===== src/design/lam_pkg.sv =====
/*
  Constants and helpers shared by the limit alarm monitor and its
  threshold store. Assumes a 32-bit Avalon-MM register bus with byte
  addresses and 12-bit conversion results.
*/
package lam_pkg;

  localparam int DATA_W = 12;
  localparam int EXT_W = 14;
  localparam int HYS_W = 7;
  localparam int NCH = 7;
  localparam int NFLAG = 11;
  localparam int CNT_W = 9;
  localparam int ADDR_W = 8;

  // register byte offsets
  localparam logic [7:0] STAT_OFS = 8'h00;
  localparam logic [7:0] CTRL_OFS = 8'h04;
  localparam logic [7:0] EN_OFS = 8'h08;
  localparam logic [7:0] GLOB_OFS = 8'h0C;
  localparam logic [7:0] THR_BASE = 8'h40;
  localparam logic [7:0] THR_END = 8'hB0;

  // threshold word index inside one channel block of 16 bytes
  localparam logic [1:0] FLD_HI = 2'h0;
  localparam logic [1:0] FLD_LO = 2'h1;
  localparam logic [1:0] FLD_HYS = 2'h2;

  // control register field positions
  localparam int CTRL_CH_LSB = 0;
  localparam int CTRL_TP_LSB = 4;
  localparam int CTRL_LATCH_BIT = 8;
  localparam int CTRL_SWRST_BIT = 9;

  // channel numbering: 0..3 analog, 4 remote one, 5 remote two, 6 local
  localparam logic [2:0] FIRST_TEMP_CH = 3'h4;
  localparam int OVERTEMP_BIT = 10;

  // values after reset
  localparam logic [2:0] CH_SEL_RST = 3'h3;
  localparam logic [1:0] TP_SEL_RST = 2'h2;
  localparam logic [NFLAG-1:0] EN_RST = 11'h7FF;
  localparam logic [DATA_W-1:0] AN_HI_RST = 12'hFFF;
  localparam logic [DATA_W-1:0] AN_LO_RST = 12'h000;
  localparam logic [DATA_W-1:0] TP_HI_RST = 12'h7FF;
  localparam logic [DATA_W-1:0] TP_LO_RST = 12'h800;
  localparam logic [HYS_W-1:0] HYS_RST = 7'h00;

  // die over-temperature trip and its fixed hysteresis, whole degrees
  localparam logic [EXT_W-1:0] OVERTEMP_C = 14'h0096;
  localparam logic [EXT_W-1:0] OVERTEMP_HYS_C = 14'h0008;

  // widen a result: temperatures are signed, analog codes unsigned
  function automatic logic signed [EXT_W-1:0] ext(
    input logic [DATA_W-1:0] v,
    input logic is_temp
  );
    logic sgn;
    sgn = is_temp & v[DATA_W-1];
    ext = {{(EXT_W-DATA_W){sgn}}, v};
  endfunction

  // consecutive out-of-range count needed before a flag sets
  function automatic logic [CNT_W-1:0] need_n(
    input logic [2:0] sel,
    input logic is_temp
  );
    if (is_temp) begin
      need_n = CNT_W'(1) << sel[1:0];
    end else if (sel == 3'h0) begin
      need_n = CNT_W'(1);
    end else begin
      // widened so that select 7 shifts by 8 instead of wrapping to 0
      need_n = CNT_W'(1) << ({1'b0, sel} + 4'h1);
    end
  endfunction

endpackage


===== src/design/lam_thr_if.sv =====
/*
  Carrier between the alarm core and its threshold store.
  Assumes one write port and one registered read port.
*/
`timescale 1ns/10ps
interface lam_thr_if;
  logic clear;
  logic wr_en;
  logic [2:0] wr_ch;
  logic [1:0] wr_fld;
  logic [lam_pkg::DATA_W-1:0] wr_data;
  logic rd_en;
  logic [2:0] rd_ch;
  logic [lam_pkg::DATA_W-1:0] rd_hi;
  logic [lam_pkg::DATA_W-1:0] rd_lo;
  logic [lam_pkg::HYS_W-1:0] rd_hys;

  modport core (
    output clear, wr_en, wr_ch, wr_fld, wr_data, rd_en, rd_ch,
    input rd_hi, rd_lo, rd_hys
  );
  modport mem (
    input clear, wr_en, wr_ch, wr_fld, wr_data, rd_en, rd_ch,
    output rd_hi, rd_lo, rd_hys
  );
endinterface


===== src/design/lam_thr_mem.sv =====
/*
  Threshold store: upper bound, lower bound and hysteresis per channel.
  Assumes the core never reads and writes the same word expecting the
  new value in the same cycle; read data come from a register.
*/
`timescale 1ns/10ps
module lam_thr_mem (
  input wire logic clk,
  input wire logic rst,
  lam_thr_if.mem port
);

  typedef struct packed {
    logic [lam_pkg::DATA_W-1:0] hi;
    logic [lam_pkg::DATA_W-1:0] lo;
    logic [lam_pkg::HYS_W-1:0] hys;
  } lam_ent_t;

  typedef struct packed {
    lam_ent_t [lam_pkg::NCH-1:0] ent;
    lam_ent_t rd;
  } lam_mem_t;

  // single-bound detection works by leaving the other bound at reset
  function automatic lam_mem_t mem_rst();
    lam_mem_t m;
    m = '0;
    for (int i = 0; i < lam_pkg::NCH; i++) begin
      m.ent[i].hi = (i >= lam_pkg::FIRST_TEMP_CH) ?
                    lam_pkg::TP_HI_RST : lam_pkg::AN_HI_RST;
      m.ent[i].lo = (i >= lam_pkg::FIRST_TEMP_CH) ?
                    lam_pkg::TP_LO_RST : lam_pkg::AN_LO_RST;
      m.ent[i].hys = lam_pkg::HYS_RST;
    end
    mem_rst = m;
  endfunction

  localparam lam_mem_t MEM_RST = mem_rst();

  lam_mem_t s_q;
  lam_mem_t s_d;

  ////////////////////////////////////////////////////////////////////
  // write one field, read a whole entry
  always_comb begin
    s_d = s_q;
    if (port.rd_en) begin
      s_d.rd = s_q.ent[port.rd_ch];
    end
    if (port.wr_en) begin
      unique case (port.wr_fld)
        lam_pkg::FLD_HI: s_d.ent[port.wr_ch].hi = port.wr_data;
        lam_pkg::FLD_LO: s_d.ent[port.wr_ch].lo = port.wr_data;
        lam_pkg::FLD_HYS: begin
          s_d.ent[port.wr_ch].hys = port.wr_data[lam_pkg::HYS_W-1:0];
        end
        default: ;
      endcase
    end
    if (port.clear) begin
      s_d = MEM_RST;
    end
  end

  always_ff @(posedge clk or posedge rst) begin
    if (rst) begin
      s_q <= MEM_RST;
    end else begin
      s_q <= s_d;
    end
  end

  assign port.rd_hi = s_q.rd.hi;
  assign port.rd_lo = s_q.rd.lo;
  assign port.rd_hys = s_q.rd.hys;

endmodule


===== src/design/lam_core.sv =====
/*
  Limit alarm monitor: window checks with hysteresis and a consecutive
  sample filter on four analog and three temperature channels, plus a
  die over-temperature flag, status flags and an open-drain alarm pin.
  Assumes conversion results arrive as one-cycle strobes synchronous
  to clk, and registers are reached over Avalon-MM with waitrequest.
*/
// The Avalon-MM slave port and the address map were decided locally.
// Operation
// - four analog channels each own a flag
// - upper and lower bound form each window
// - temperature channels keep upper and lower flags
// - upper below lower forces flag permanently set
// - alarm pin is open drain, low active
// - per-source enable gates pin, not flag
// - latched flag needs cleared condition and read
// - latched flag cleared by read or reset
// - status read clears flags, persisting ones return
// - unlatched flag follows condition
// - clearing needs result past hysteresis margin
// - programmable hysteresis per channel
// - die over-temperature hysteresis fixed at eight
// - flag sets after N consecutive outside results
// - analog count select: 1,4,8,16..256
// - temperature count select: 1,2,4,8
// - global flag is OR of all flags
// - die above 150 degrees sets over-temperature flag
`timescale 1ns/10ps
module lam_core (
  input wire logic clk,
  input wire logic rst,
  input wire logic [lam_pkg::ADDR_W-1:0] avs_address,
  input wire logic avs_read,
  input wire logic avs_write,
  input wire logic [31:0] avs_writedata,
  input wire logic [3:0] avs_byteenable,
  output logic [31:0] avs_readdata,
  output logic avs_waitrequest,
  input wire logic conv_valid,
  input wire logic [2:0] conv_chan,
  input wire logic [lam_pkg::DATA_W-1:0] conv_data,
  input wire logic die_temp_valid,
  input wire logic [lam_pkg::DATA_W-1:0] die_temp,
  input wire logic alarm_n_i,
  output logic alarm_n_o,
  output logic alarm_n_oe
);

  typedef enum logic [1:0] {ST_IDLE, ST_MRD, ST_ANS} lam_bus_t;

  typedef struct packed {
    lam_bus_t st;
    logic wait_r;
    logic [31:0] rdata;
    logic [1:0] fld;
    logic [lam_pkg::NFLAG-1:0] flag;
    logic [lam_pkg::NFLAG-1:0] act;
    logic [3:0] inv;
    logic [lam_pkg::NCH-1:0][lam_pkg::CNT_W-1:0] cnt;
    logic [2:0] ch_sel;
    logic [1:0] tp_sel;
    logic latch_dis;
    logic [lam_pkg::NFLAG-1:0] en;
    logic cv;
    logic [2:0] cv_ch;
    logic [lam_pkg::DATA_W-1:0] cv_data;
    logic pin_oe;
  } lam_state_t;

  localparam lam_state_t ST_RST = '{
    st: ST_IDLE,
    wait_r: 1'b1,
    ch_sel: lam_pkg::CH_SEL_RST,
    tp_sel: lam_pkg::TP_SEL_RST,
    en: lam_pkg::EN_RST,
    default: '0
  };

  lam_state_t s_q;
  lam_state_t s_d;
  lam_thr_if thr ();

  lam_thr_mem u_mem (
    .clk(clk),
    .rst(rst),
    .port(thr.mem)
  );

  // merge a bus write into a register under the byte enables
  function automatic logic [31:0] merge(
    input logic [31:0] old,
    input logic [31:0] wd,
    input logic [3:0] be
  );
    for (int b = 0; b < 4; b++) begin
      merge[8*b +: 8] = be[b] ? wd[8*b +: 8] : old[8*b +: 8];
    end
  endfunction

  ////////////////////////////////////////////////////////////////////
  // comparison terms for the conversion held in stage two
  logic is_temp;
  logic signed [lam_pkg::EXT_W-1:0] v_x, hi_x, lo_x, hys_x;
  logic over, under, out_rng, clr_hi, clr_lo;
  logic [lam_pkg::CNT_W-1:0] cnt_nx;
  logic reach;
  logic [3:0] f_up, f_lo;

  always_comb begin
    is_temp = s_q.cv_ch >= lam_pkg::FIRST_TEMP_CH;
    v_x = lam_pkg::ext(s_q.cv_data, is_temp);
    hi_x = lam_pkg::ext(thr.rd_hi, is_temp);
    lo_x = lam_pkg::ext(thr.rd_lo, is_temp);
    hys_x = {{(lam_pkg::EXT_W-lam_pkg::HYS_W){1'b0}}, thr.rd_hys};
    over = v_x > hi_x;
    under = v_x < lo_x;
    out_rng = over | under;
    // margin back inside the window before a set flag may drop
    clr_hi = v_x <= (hi_x - hys_x);
    clr_lo = v_x >= (lo_x + hys_x);
    // counter saturates well above the largest N, so no wrap
    if (!out_rng) begin
      cnt_nx = '0;
    end else if (&s_q.cnt[s_q.cv_ch]) begin
      cnt_nx = s_q.cnt[s_q.cv_ch];
    end else begin
      cnt_nx = s_q.cnt[s_q.cv_ch] + lam_pkg::CNT_W'(1);
    end
    reach = out_rng &&
            cnt_nx >= lam_pkg::need_n(is_temp ? {1'b0, s_q.tp_sel} :
                                      s_q.ch_sel, is_temp);
    // temperature channel c keeps flags 2c-4 (upper) and 2c-3 (lower)
    f_up = {s_q.cv_ch, 1'b0} - 4'h4;
    f_lo = {s_q.cv_ch, 1'b0} - 4'h3;
  end

  ////////////////////////////////////////////////////////////////////
  // next state: bus slave, threshold port, flag evaluation
  logic bus_req, thr_hit, stat_rd;
  logic [2:0] a_ch;
  logic [lam_pkg::ADDR_W-1:0] a_off;
  logic [lam_pkg::NFLAG-1:0] clr_mask;
  logic act_n, act_u, act_l;
  logic signed [lam_pkg::EXT_W-1:0] dt_x;

  always_comb begin
    s_d = s_q;
    bus_req = avs_read | avs_write;
    thr_hit = avs_address >= lam_pkg::THR_BASE &&
              avs_address < lam_pkg::THR_END;
    a_off = avs_address - lam_pkg::THR_BASE;
    a_ch = a_off[6:4];
    stat_rd = 1'b0;
    clr_mask = '0;
    act_n = 1'b0;
    act_u = 1'b0;
    act_l = 1'b0;
    dt_x = lam_pkg::ext(die_temp, 1'b1);
    thr.clear = 1'b0;
    thr.wr_en = 1'b0;
    thr.wr_ch = a_ch;
    thr.wr_fld = a_off[3:2];
    thr.wr_data = avs_writedata[lam_pkg::DATA_W-1:0];
    // conversions own the read port; bus reads wait for a free cycle
    thr.rd_en = conv_valid;
    thr.rd_ch = conv_valid ? conv_chan : a_ch;
    s_d.cv = conv_valid;
    if (conv_valid) begin
      s_d.cv_ch = conv_chan;
      s_d.cv_data = conv_data;
    end

    // bus slave: answer is one cycle of waitrequest low
    unique case (s_q.st)
      ST_IDLE: begin
        if (bus_req) begin
          s_d.rdata = '0;
          s_d.fld = a_off[3:2];
          s_d.st = ST_ANS;
          s_d.wait_r = 1'b0;
          if (thr_hit && avs_read) begin
            if (conv_valid) begin
              s_d.st = ST_IDLE;
              s_d.wait_r = 1'b1;
            end else begin
              thr.rd_en = 1'b1;
              s_d.st = ST_MRD;
              s_d.wait_r = 1'b1;
            end
          end else if (thr_hit) begin
            // writes to a threshold word without both low byte enables are ignored
            thr.wr_en = &avs_byteenable[1:0];
          end else if (avs_read) begin
            unique case (avs_address)
              lam_pkg::STAT_OFS: begin
                s_d.rdata[lam_pkg::NFLAG-1:0] = s_q.flag;
                stat_rd = 1'b1;
              end
              lam_pkg::CTRL_OFS: begin
                s_d.rdata[lam_pkg::CTRL_CH_LSB +: 3] = s_q.ch_sel;
                s_d.rdata[lam_pkg::CTRL_TP_LSB +: 2] = s_q.tp_sel;
                s_d.rdata[lam_pkg::CTRL_LATCH_BIT] = s_q.latch_dis;
              end
              lam_pkg::EN_OFS: s_d.rdata[lam_pkg::NFLAG-1:0] = s_q.en;
              lam_pkg::GLOB_OFS: begin
                s_d.rdata[0] = |s_q.flag;
                s_d.rdata[1] = alarm_n_i;
              end
              default: ;
            endcase
          end else begin
            unique case (avs_address)
              lam_pkg::CTRL_OFS: begin
                // latch bit sits at 8; the reset bit 9 never merges back
                s_d.rdata = merge({23'h0, s_q.latch_dis, 2'h0,
                                   s_q.tp_sel, 1'b0, s_q.ch_sel},
                                  avs_writedata, avs_byteenable);
                s_d.ch_sel = s_d.rdata[lam_pkg::CTRL_CH_LSB +: 3];
                s_d.tp_sel = s_d.rdata[lam_pkg::CTRL_TP_LSB +: 2];
                s_d.latch_dis = s_d.rdata[lam_pkg::CTRL_LATCH_BIT];
                thr.clear = s_d.rdata[lam_pkg::CTRL_SWRST_BIT];
                s_d.rdata = '0;
              end
              lam_pkg::EN_OFS: begin
                s_d.rdata = merge({21'h0, s_q.en}, avs_writedata,
                                  avs_byteenable);
                s_d.en = s_d.rdata[lam_pkg::NFLAG-1:0];
                s_d.rdata = '0;
              end
              default: ;
            endcase
          end
        end
      end
      ST_MRD: begin
        unique case (s_q.fld)
          lam_pkg::FLD_HI: s_d.rdata = {20'h0, thr.rd_hi};
          lam_pkg::FLD_LO: s_d.rdata = {20'h0, thr.rd_lo};
          lam_pkg::FLD_HYS: s_d.rdata = {25'h0, thr.rd_hys};
          default: s_d.rdata = '0;
        endcase
        s_d.wait_r = 1'b0;
        s_d.st = ST_ANS;
      end
      ST_ANS: begin
        s_d.wait_r = 1'b1;
        s_d.st = ST_IDLE;
      end
    endcase

    // a status read clears every flag; sets below still win
    if (stat_rd) begin
      clr_mask = '1;
    end
    s_d.flag = s_q.flag & ~clr_mask;

    // flag evaluation for the conversion whose thresholds just came
    if (s_q.cv) begin
      s_d.cnt[s_q.cv_ch] = cnt_nx;
      if (!is_temp) begin
        // an inverted window keeps the flag up on every pass
        s_d.inv[s_q.cv_ch[1:0]] = hi_x < lo_x;
        act_n = s_q.act[s_q.cv_ch] ? !(clr_hi && clr_lo) : reach;
        s_d.act[s_q.cv_ch] = act_n;
        if (s_q.latch_dis) begin
          s_d.flag[s_q.cv_ch] = act_n;
        end else begin
          s_d.flag[s_q.cv_ch] = s_d.flag[s_q.cv_ch] | act_n;
        end
      end else begin
        act_u = s_q.act[f_up] ? !clr_hi : reach && over;
        act_l = s_q.act[f_lo] ? !clr_lo : reach && under;
        s_d.act[f_up] = act_u;
        s_d.act[f_lo] = act_l;
        if (s_q.latch_dis) begin
          s_d.flag[f_up] = act_u;
          s_d.flag[f_lo] = act_l;
        end else begin
          s_d.flag[f_up] = s_d.flag[f_up] | act_u;
          s_d.flag[f_lo] = s_d.flag[f_lo] | act_l;
        end
      end
    end

    // die temperature: no count filter, fixed margin to drop
    if (die_temp_valid) begin
      act_n = s_q.act[lam_pkg::OVERTEMP_BIT] ?
              dt_x > $signed(lam_pkg::OVERTEMP_C -
                             lam_pkg::OVERTEMP_HYS_C) :
              dt_x > $signed(lam_pkg::OVERTEMP_C);
      s_d.act[lam_pkg::OVERTEMP_BIT] = act_n;
      if (s_q.latch_dis) begin
        s_d.flag[lam_pkg::OVERTEMP_BIT] = act_n;
      end else begin
        s_d.flag[lam_pkg::OVERTEMP_BIT] =
          s_d.flag[lam_pkg::OVERTEMP_BIT] | act_n;
      end
    end

    s_d.flag[3:0] = s_d.flag[3:0] | s_d.inv;

    // software reset returns everything to defaults but ends the access
    if (thr.clear) begin
      s_d = ST_RST;
      s_d.st = ST_ANS;
      s_d.wait_r = 1'b0;
    end

    // masked sources still flag but never pull the pin
    s_d.pin_oe = |(s_d.flag & s_d.en);
  end

  always_ff @(posedge clk or posedge rst) begin
    if (rst) begin
      s_q <= ST_RST;
    end else begin
      s_q <= s_d;
    end
  end

  ////////////////////////////////////////////////////////////////////
  // outputs from the state register, except alarm_n_o which is tied low
  assign avs_readdata = s_q.rdata;
  assign avs_waitrequest = s_q.wait_r;
  assign alarm_n_o = 1'b0; // open drain only ever drives low
  assign alarm_n_oe = s_q.pin_oe;

endmodule


===== config.mk =====
export PLATFORM = sky130hd
export DESIGN_NAME = lam_core
export DESIGN_NICKNAME = d
export VERILOG_FILES = /design/src/design/lam_pkg.sv /design/src/design/lam_thr_if.sv /design/src/design/lam_thr_mem.sv /design/src/design/lam_core.sv
export SDC_FILE = /design/constraint.sdc
export NUM_CORES = 1
export LEC_CHECK = 0
export BUFFER_PORTS_ARGS = -buffer_cell sky130_fd_sc_hd__buf_2
export CAP_MARGIN = 20
export CORE_MARGIN = 2
export CORE_UTILIZATION = 46
export CTS_CLUSTER_DIAMETER = 100
export DETAILED_ROUTE_END_ITERATION = 16
export PLACE_DENSITY = 0.6
export SLEW_MARGIN = 20
export SYNTH_ARGS = -nofsm -noshare
export SYNTH_HDL_FRONTEND = slang
export SYNTH_HIERARCHICAL = 1
export SYNTH_SLANG_ARGS = --single-unit

===== constraint.sdc =====
create_clock -name clk -period 8.2 [get_ports clk]
set_clock_uncertainty 0.15 [all_clocks]
set_input_delay 0.82 -clock clk [delete_from_list [all_inputs] [get_ports clk]]
set_output_delay 0.82 -clock clk [all_outputs]
set_load 0.05 [all_outputs]

# Word-level counts from Yosys, hierarchy flattened
# Index checks and enable logic that the tools add are counted.
# op_classes
n_mux	118
reduce_logical	41
eq_ne	13
n_shift	2
order_cmp	23
addsub	7
n_bitwise	13
# op_table
op	count
$bwmux 217	3
$pmux 217 s3	1
$demux 31 s3	3
$mux 248	1
$mux 217	1
$mux 160	1
$bwmux 11	9
$bmux 31 s3	1
$mux 31	3
$mux 89	1
$mux 17	5
$mux 11	7
$pmux 32 s2	1
$bwmux 63	1
$mux 9	6
$mux 37	1
$mux 1	36
$pmux 12 s3	1
$bmux 9 s3	1
$demux 9 s3	1
$lt 13x13->1	2
$gt 12x9->1 const B	2
$and 11x11->11	2
$mux 22	1
66 further kinds	126
# word_totals
inputBits	78
wordCells	264
ff_bits	408
output_inout_bits	35

# Logic depth before layout (Yosys ltp)
# logic_depth
depth_word	27
depth_mapped	27

# Modules after synthesis
# Netlist, hierarchy kept.
# by_module_without_submodules
module	instances	area_each_um2	cells_each	seq_area_each_um2
lam_thr_mem	1	11832.6	995	6311.1
lam_core	1	11086.9	1248	3522.1

# Worst setup path before layout
# No wires, ideal clock.
# synth_path
path_kind	reg2reg
start	register s_q[14] (netlist name)
end	register s_q (netlist bit alarm_n_oe)
path_slack_ns	2.848
stages_incl_launch_ff	27
required_ns	7.979
setup_time_ns	0.071
t_arrival_ns	5.131
cell_sequence	dfrtp_1 -> buf_6 -> buf_6 -> buf_6 -> buf_6 -> buf_4 -> mux4_2 -> nor2_1 -> nor2_1 -> ha_1 -> or3b_1 -> nand4bb_1 -> buf_2 -> nand4b_1 -> xor2_1 -> nand2b_1 -> clkbuf_1 -> inv_1 -> ha_1 -> nand4_1 -> o311ai_0 -> nand3b_1 -> o211a_1 -> o32a_1 -> a311oi_1 -> a211oi_1 -> nand4_1
# synth_lines
element	line	rtl
end signal, assigned	lam_core.sv:315	s_q <= ST_RST;
end signal, assigned	lam_core.sv:317	s_q <= s_d;
end, declared	lam_core.sv:79	lam_state_t s_q;

==> flow_results.org <==
** Status
- The flow ran to the end, and the final reports show no timing, DRC or antenna violations.

** Drt
- Total iterations of the first detailed-routing run :: 6
- Uppermost signal routing layer after detailed routing :: met4
- Via count normalized by instance count :: 6.25
- In the routed design, unresolved DRC markers number 0.
- Detailed-routed wire length on met3 :: 3910 microns
- Detail Route Antenna Nets :: 0
- Via count of the routed design :: 17927
- The detailed router put a total of 31500 microns of wire on met1.
- After the first detailed-routing iteration, the DRC count stood at 1855.
- Routed wire per std cell :: 23.9 microns
- Met2 wirelength from detailed routing :: 31300 microns
- The final layout contains routed wiring with a total length of 68600 microns.

** Critical path
- For the worst setup path, the data required time is 8.48 ns.
- On the critical path the largest part of the delay comes from simple AND/OR/NAND/NOR gates.
- The largest single stage delay on the critical path is 0.67 ns.
- Kind of start point of the critical path :: register
- Setup Crit Path Kind :: reg -> reg
- Cell with the largest stage delay on the worst path :: sky130_fd_sc_hd__nor2b_1
- Data arrives at the worst endpoint at 6.71 ns.
- STA classifies the critical path endpoint as a register.
- Destination of the worst register-to-register timing path :: alarm_n_oe
- FF-to-FF Start :: s_q[14]
- Setup slack on the worst reg-to-reg path comes out at 1.77 ns.
- In this run the worst path has a maximum fanout of 18.
- The most numerous cell type found on the critical path is sky130_fd_sc_hd__nor2_1.
- Critical path buffers and inverters :: 1
- Traced cell by cell, the critical path runs through nor2b_1 > a221oi_1 > nor2_1 > ha_1 > or3b_1 > nand4bb_1 > nand2_1 > o21ai_1 > nor2_1 > ha_1 > a211o_1 > o211ai_1 > o311ai_0 > buf_4 > nand3_1 > a21oi_1 > nor2_1 > a2111oi_0 > a2111oi_0 > nand4_1.
- The worst register-to-register path has a depth of 20.

** Clock tree
- CTS tree :: yes
- The number of hold buffers added after CTS was 0.
- Setup repair bufs after CTS :: 0
- Clock insertion delay at the later pin of the skew report :: 0.59 ns
- Gates resized during post-CTS repair numbered 0.
- Cell at the root of the clock tree :: sky130_fd_sc_hd__clkbuf_16
- The clock drives 388 sinks.
- The clock passes through at most 3 buffers.
- The H-tree was split into 2 levels.
- TritonCTS created 44 clock buffers.
- After clock tree synthesis, the clock-pin slew on the worst setup and hold paths is 0.07 ns.

** Placed design
- Post-DP HPWL :: 46400 microns
- At the end of routability-driven placement, the weighted congestion stood at 0.915.
- Buffers placed on the I/O ports in this run total 69.

** Power
- Sequential fraction of design power :: 0.395
- After layout, the design draws a total of 0.00620 W.
- Net switching power :: 0.00214 W
- Cell internal power was estimated by the tool at 0.00406 W.
- Logic pwr share :: 0.282
- Leakage :: 10.9 nW
- VDD sags by at most 0.134 mV.
- Switching fraction of total power :: 0.346
- Total power density per cell area :: 252 nW/um^2
- Part of the total power dissipated in the clock network :: 0.323

** Die
- Chip height :: 227 microns
- From left edge to right edge, the die measures 227 microns.
- The region available for standard cell placement spans 49100 sq um.
- Die footprint :: 51600 sq um
- Initial Utilization :: 0.467
- The floorplan has 81 rows.
- During I/O placement, the number of pins put on the boundary was 113.

** Final layout
- Area Growth Syn to Fin :: 7.26%
- The layout has 4565 filler cells.
- Layout cells sized above 1 :: 0.154
- The final layout contains 2345 nets.
- N_diodes :: 0

** Synth
- Post-synthesis cell count :: 2243
- In the synthesized netlist the async set-or-reset flop fraction comes to 1.00.
- After synthesis, the share of cell area in mux cells is 0.105.
- Largest family of logic cells by synthesized area :: compound AO/OA/AOI/OAI gates
- In the synthesized netlist, the cells that appear most often are sky130_fd_sc_hd__dfrtp_1 (289), sky130_fd_sc_hd__mux2i_1 (181), sky130_fd_sc_hd__nor2_1 (171), sky130_fd_sc_hd__nand2_1 (146), sky130_fd_sc_hd__a21oi_1 (132).
- Post-synthesis adder-cell area fraction :: 0.0542
- Cell area after synthesis :: 22900 sq um
- In the post-synthesis netlist, the biggest area contributors are sky130_fd_sc_hd__dfrtp_1 (32%), sky130_fd_sc_hd__dfstp_2 (11%), sky130_fd_sc_hd__mux2i_1 (7.9%).
- Largest area contributor in the netlist :: sky130_fd_sc_hd__dfrtp_1
- EDFF count, synth :: 0
- Among all flip-flop cells after synthesis, the most frequent one is sky130_fd_sc_hd__dfrtp_1.
- Count leader, synth :: sky130_fd_sc_hd__dfrtp_1
- The share of synthesized area in the top cell type comes to 0.316.
- Xor/xnor share of the synthesized area :: 0.0103
- Area fraction in compound gates after synthesis :: 0.208
- Of the total synthesized cell area, the portion taken by AND, OR, NAND and NOR gates is 0.126.
- Dividing the synthesized area by the synthesized cell count gives 10.2 sq um.
- Part of the Yosys area used for sequential elements :: 0.429
- Warning count from the yosys run :: 6
- Synth Register Bits :: 388
- Number of different library cells in the post-synthesis netlist :: 97

** Global routing
- Pin count of the biggest net entering global routing :: 116
- The number of global-route vias before repair was 17408.
- Total global routing overflow :: 0
- First-pass GRT wire length :: 106000 microns
- The number of antenna violations at the first check in global routing came to 0.
- Total GRT Usage :: 0.268

** STA
- Of the available clock period, the critical path in the final layout requires 0.785.
- Setup violations remaining at the end of the flow were counted as 0.
- In this run the tightest slew margin relative to its limit is 0.271.
- The count of final hold-check violations came to 0.
- For this run, the top clock speed supported by timing is 155 MHz.
- The max-slew violation count was 0.
- In the final timing run, aggregate negative setup slack is 0 ns.
- Final critical delay including setup and external delays :: 6.43 ns
- RSZ-0062 raised after global routing :: no
- Worst slew pin tran :: 1.09 ns

** Flow run
- The tool flagged a number of max-cap violations equal to 0.

** Hold path
- Min-delay worst type :: in -> async
-- state kept, by name (all words and copies together), names as in the netlist --
signal / flops
avs_readdata: 12
u_mem/port.rd_hi: 12
u_mem/port.rd_hys: 7
u_mem/port.rd_lo: 12
u_mem/s_q: 217
s_q: 126
avs_waitrequest: 1
alarm_n_oe: 1
-- layout by cell type, fill, tap and decap left out, drive strengths merged, types with 15 or more instances in the layout --
cell type,instances
mux4,19
mux2i,182
dfrtp,289
nor2,172
a221o,81
inv,78
buf,88
a21oi,136
nand4,15
a22o,57
nand2b,37
conb,21
a31oi,16
nand3,43
dfstp,99
ha,96
o2bb2ai,117
nor3,63
nand2,150
o221ai,30
xnor2,19
o21ai,69
nor2b,39
clkbuf,69
-- routing by layer --
metal	track usage	up-vias
li1	-	8102
met1	0.387	9091
met2	0.419	633
met3	0.0363	101
met4	0.0826	0
met5	0	-
-- layout make-up --
| cell class | count | area (sq um) | area share |
|---|---|---|---|
| tap | 664 | 831 | 0.0338 |
| timing repair buffer | 88 | 508 | 0.0207 |
| clock buffer | 69 | 1310 | 0.0531 |
| clock inverter | 13 | 153 | 0.00621 |
| inverter | 76 | 303 | 0.0123 |
| multi-input combinational | 1571 | 11600 | 0.474 |
| sequential | 388 | 9840 | 0.400 |
-- power by group through the flow --
stage / registers [W] / clock network, W / logic [W]
floorplan: 0.00236 / 0 / 0.00139
global placement: 0.00246 / 0 / 0.00168
detailed placement: 0.00247 / 0 / 0.00173
CTS: 0.00244 / 0.00204 / 0.00174
global route: 0.00248 / 0.00213 / 0.00194
finish: 0.00245 / 0.00200 / 0.00175
-- worst max path at each step --
| stage | from | slack [ns] | end | cells past startpoint |
|---|---|---|---|---|
| floorplan | rst | 0.55 | u_mem/port.rd_hi[0] | 1 |
| global placement | s_q[14] | 1.94 | alarm_n_oe | 20 |
| detailed placement | s_q[14] | 1.91 | alarm_n_oe | 20 |
| CTS | s_q[14] | 1.83 | alarm_n_oe | 20 |
| global route | s_q[14] | 1.24 | alarm_n_oe | 20 |
| finish | s_q[14] | 1.77 | alarm_n_oe | 20 |
-- logic make-up (layout without fill, tap and decap cells) --
logic type / count (synthesis) / in the layout
buf+inv: 304 / 246
fa+ha+maj: 98 / 98
compound gates: 621 / 621
other cells: 1 / 21
flops: 388 / 388
mux: 214 / 214
simple gates: 591 / 591
xor+xnor: 26 / 26
-- worst reg2reg max path: stages, from the launching register on --
cell and delay [ns]:
sky130_fd_sc_hd__dfrtp_2 0.58, sky130_fd_sc_hd__nor2b_1 0.68, sky130_fd_sc_hd__a221oi_1 0.21, sky130_fd_sc_hd__nor2_1 0.32, sky130_fd_sc_hd__ha_1 0.26, sky130_fd_sc_hd__or3b_1 0.44, sky130_fd_sc_hd__nand4bb_1 0.52, sky130_fd_sc_hd__nand2_1 0.20
sky130_fd_sc_hd__o21ai_1 0.12, sky130_fd_sc_hd__nor2_1 0.36, sky130_fd_sc_hd__ha_1 0.33, sky130_fd_sc_hd__a211o_1 0.27, sky130_fd_sc_hd__o211ai_1 0.08, sky130_fd_sc_hd__o311ai_0 0.17, sky130_fd_sc_hd__buf_4 0.20, sky130_fd_sc_hd__nand3_1 0.08
sky130_fd_sc_hd__a21oi_1 0.11, sky130_fd_sc_hd__nor2_1 0.50, sky130_fd_sc_hd__a2111oi_0 0.20, sky130_fd_sc_hd__a2111oi_0 0.33, sky130_fd_sc_hd__nand4_1 0.19
-- stage by stage --
stage	cell area, sq um	worst slack (ns)	hold WS (ns)	cells	utilization
floorplan	23000	0.554	0.300	2263	-
global placement	23100	1.94	0.319	2786	0.471
detailed placement	23100	1.91	0.323	2786	0.471
CTS	24600	1.83	0.257	2868	0.501
global route	24600	1.24	0.285	2869	0.501
finish	24600	1.77	0.225	2869	0.501
Power figures use the tool's default switching activity.
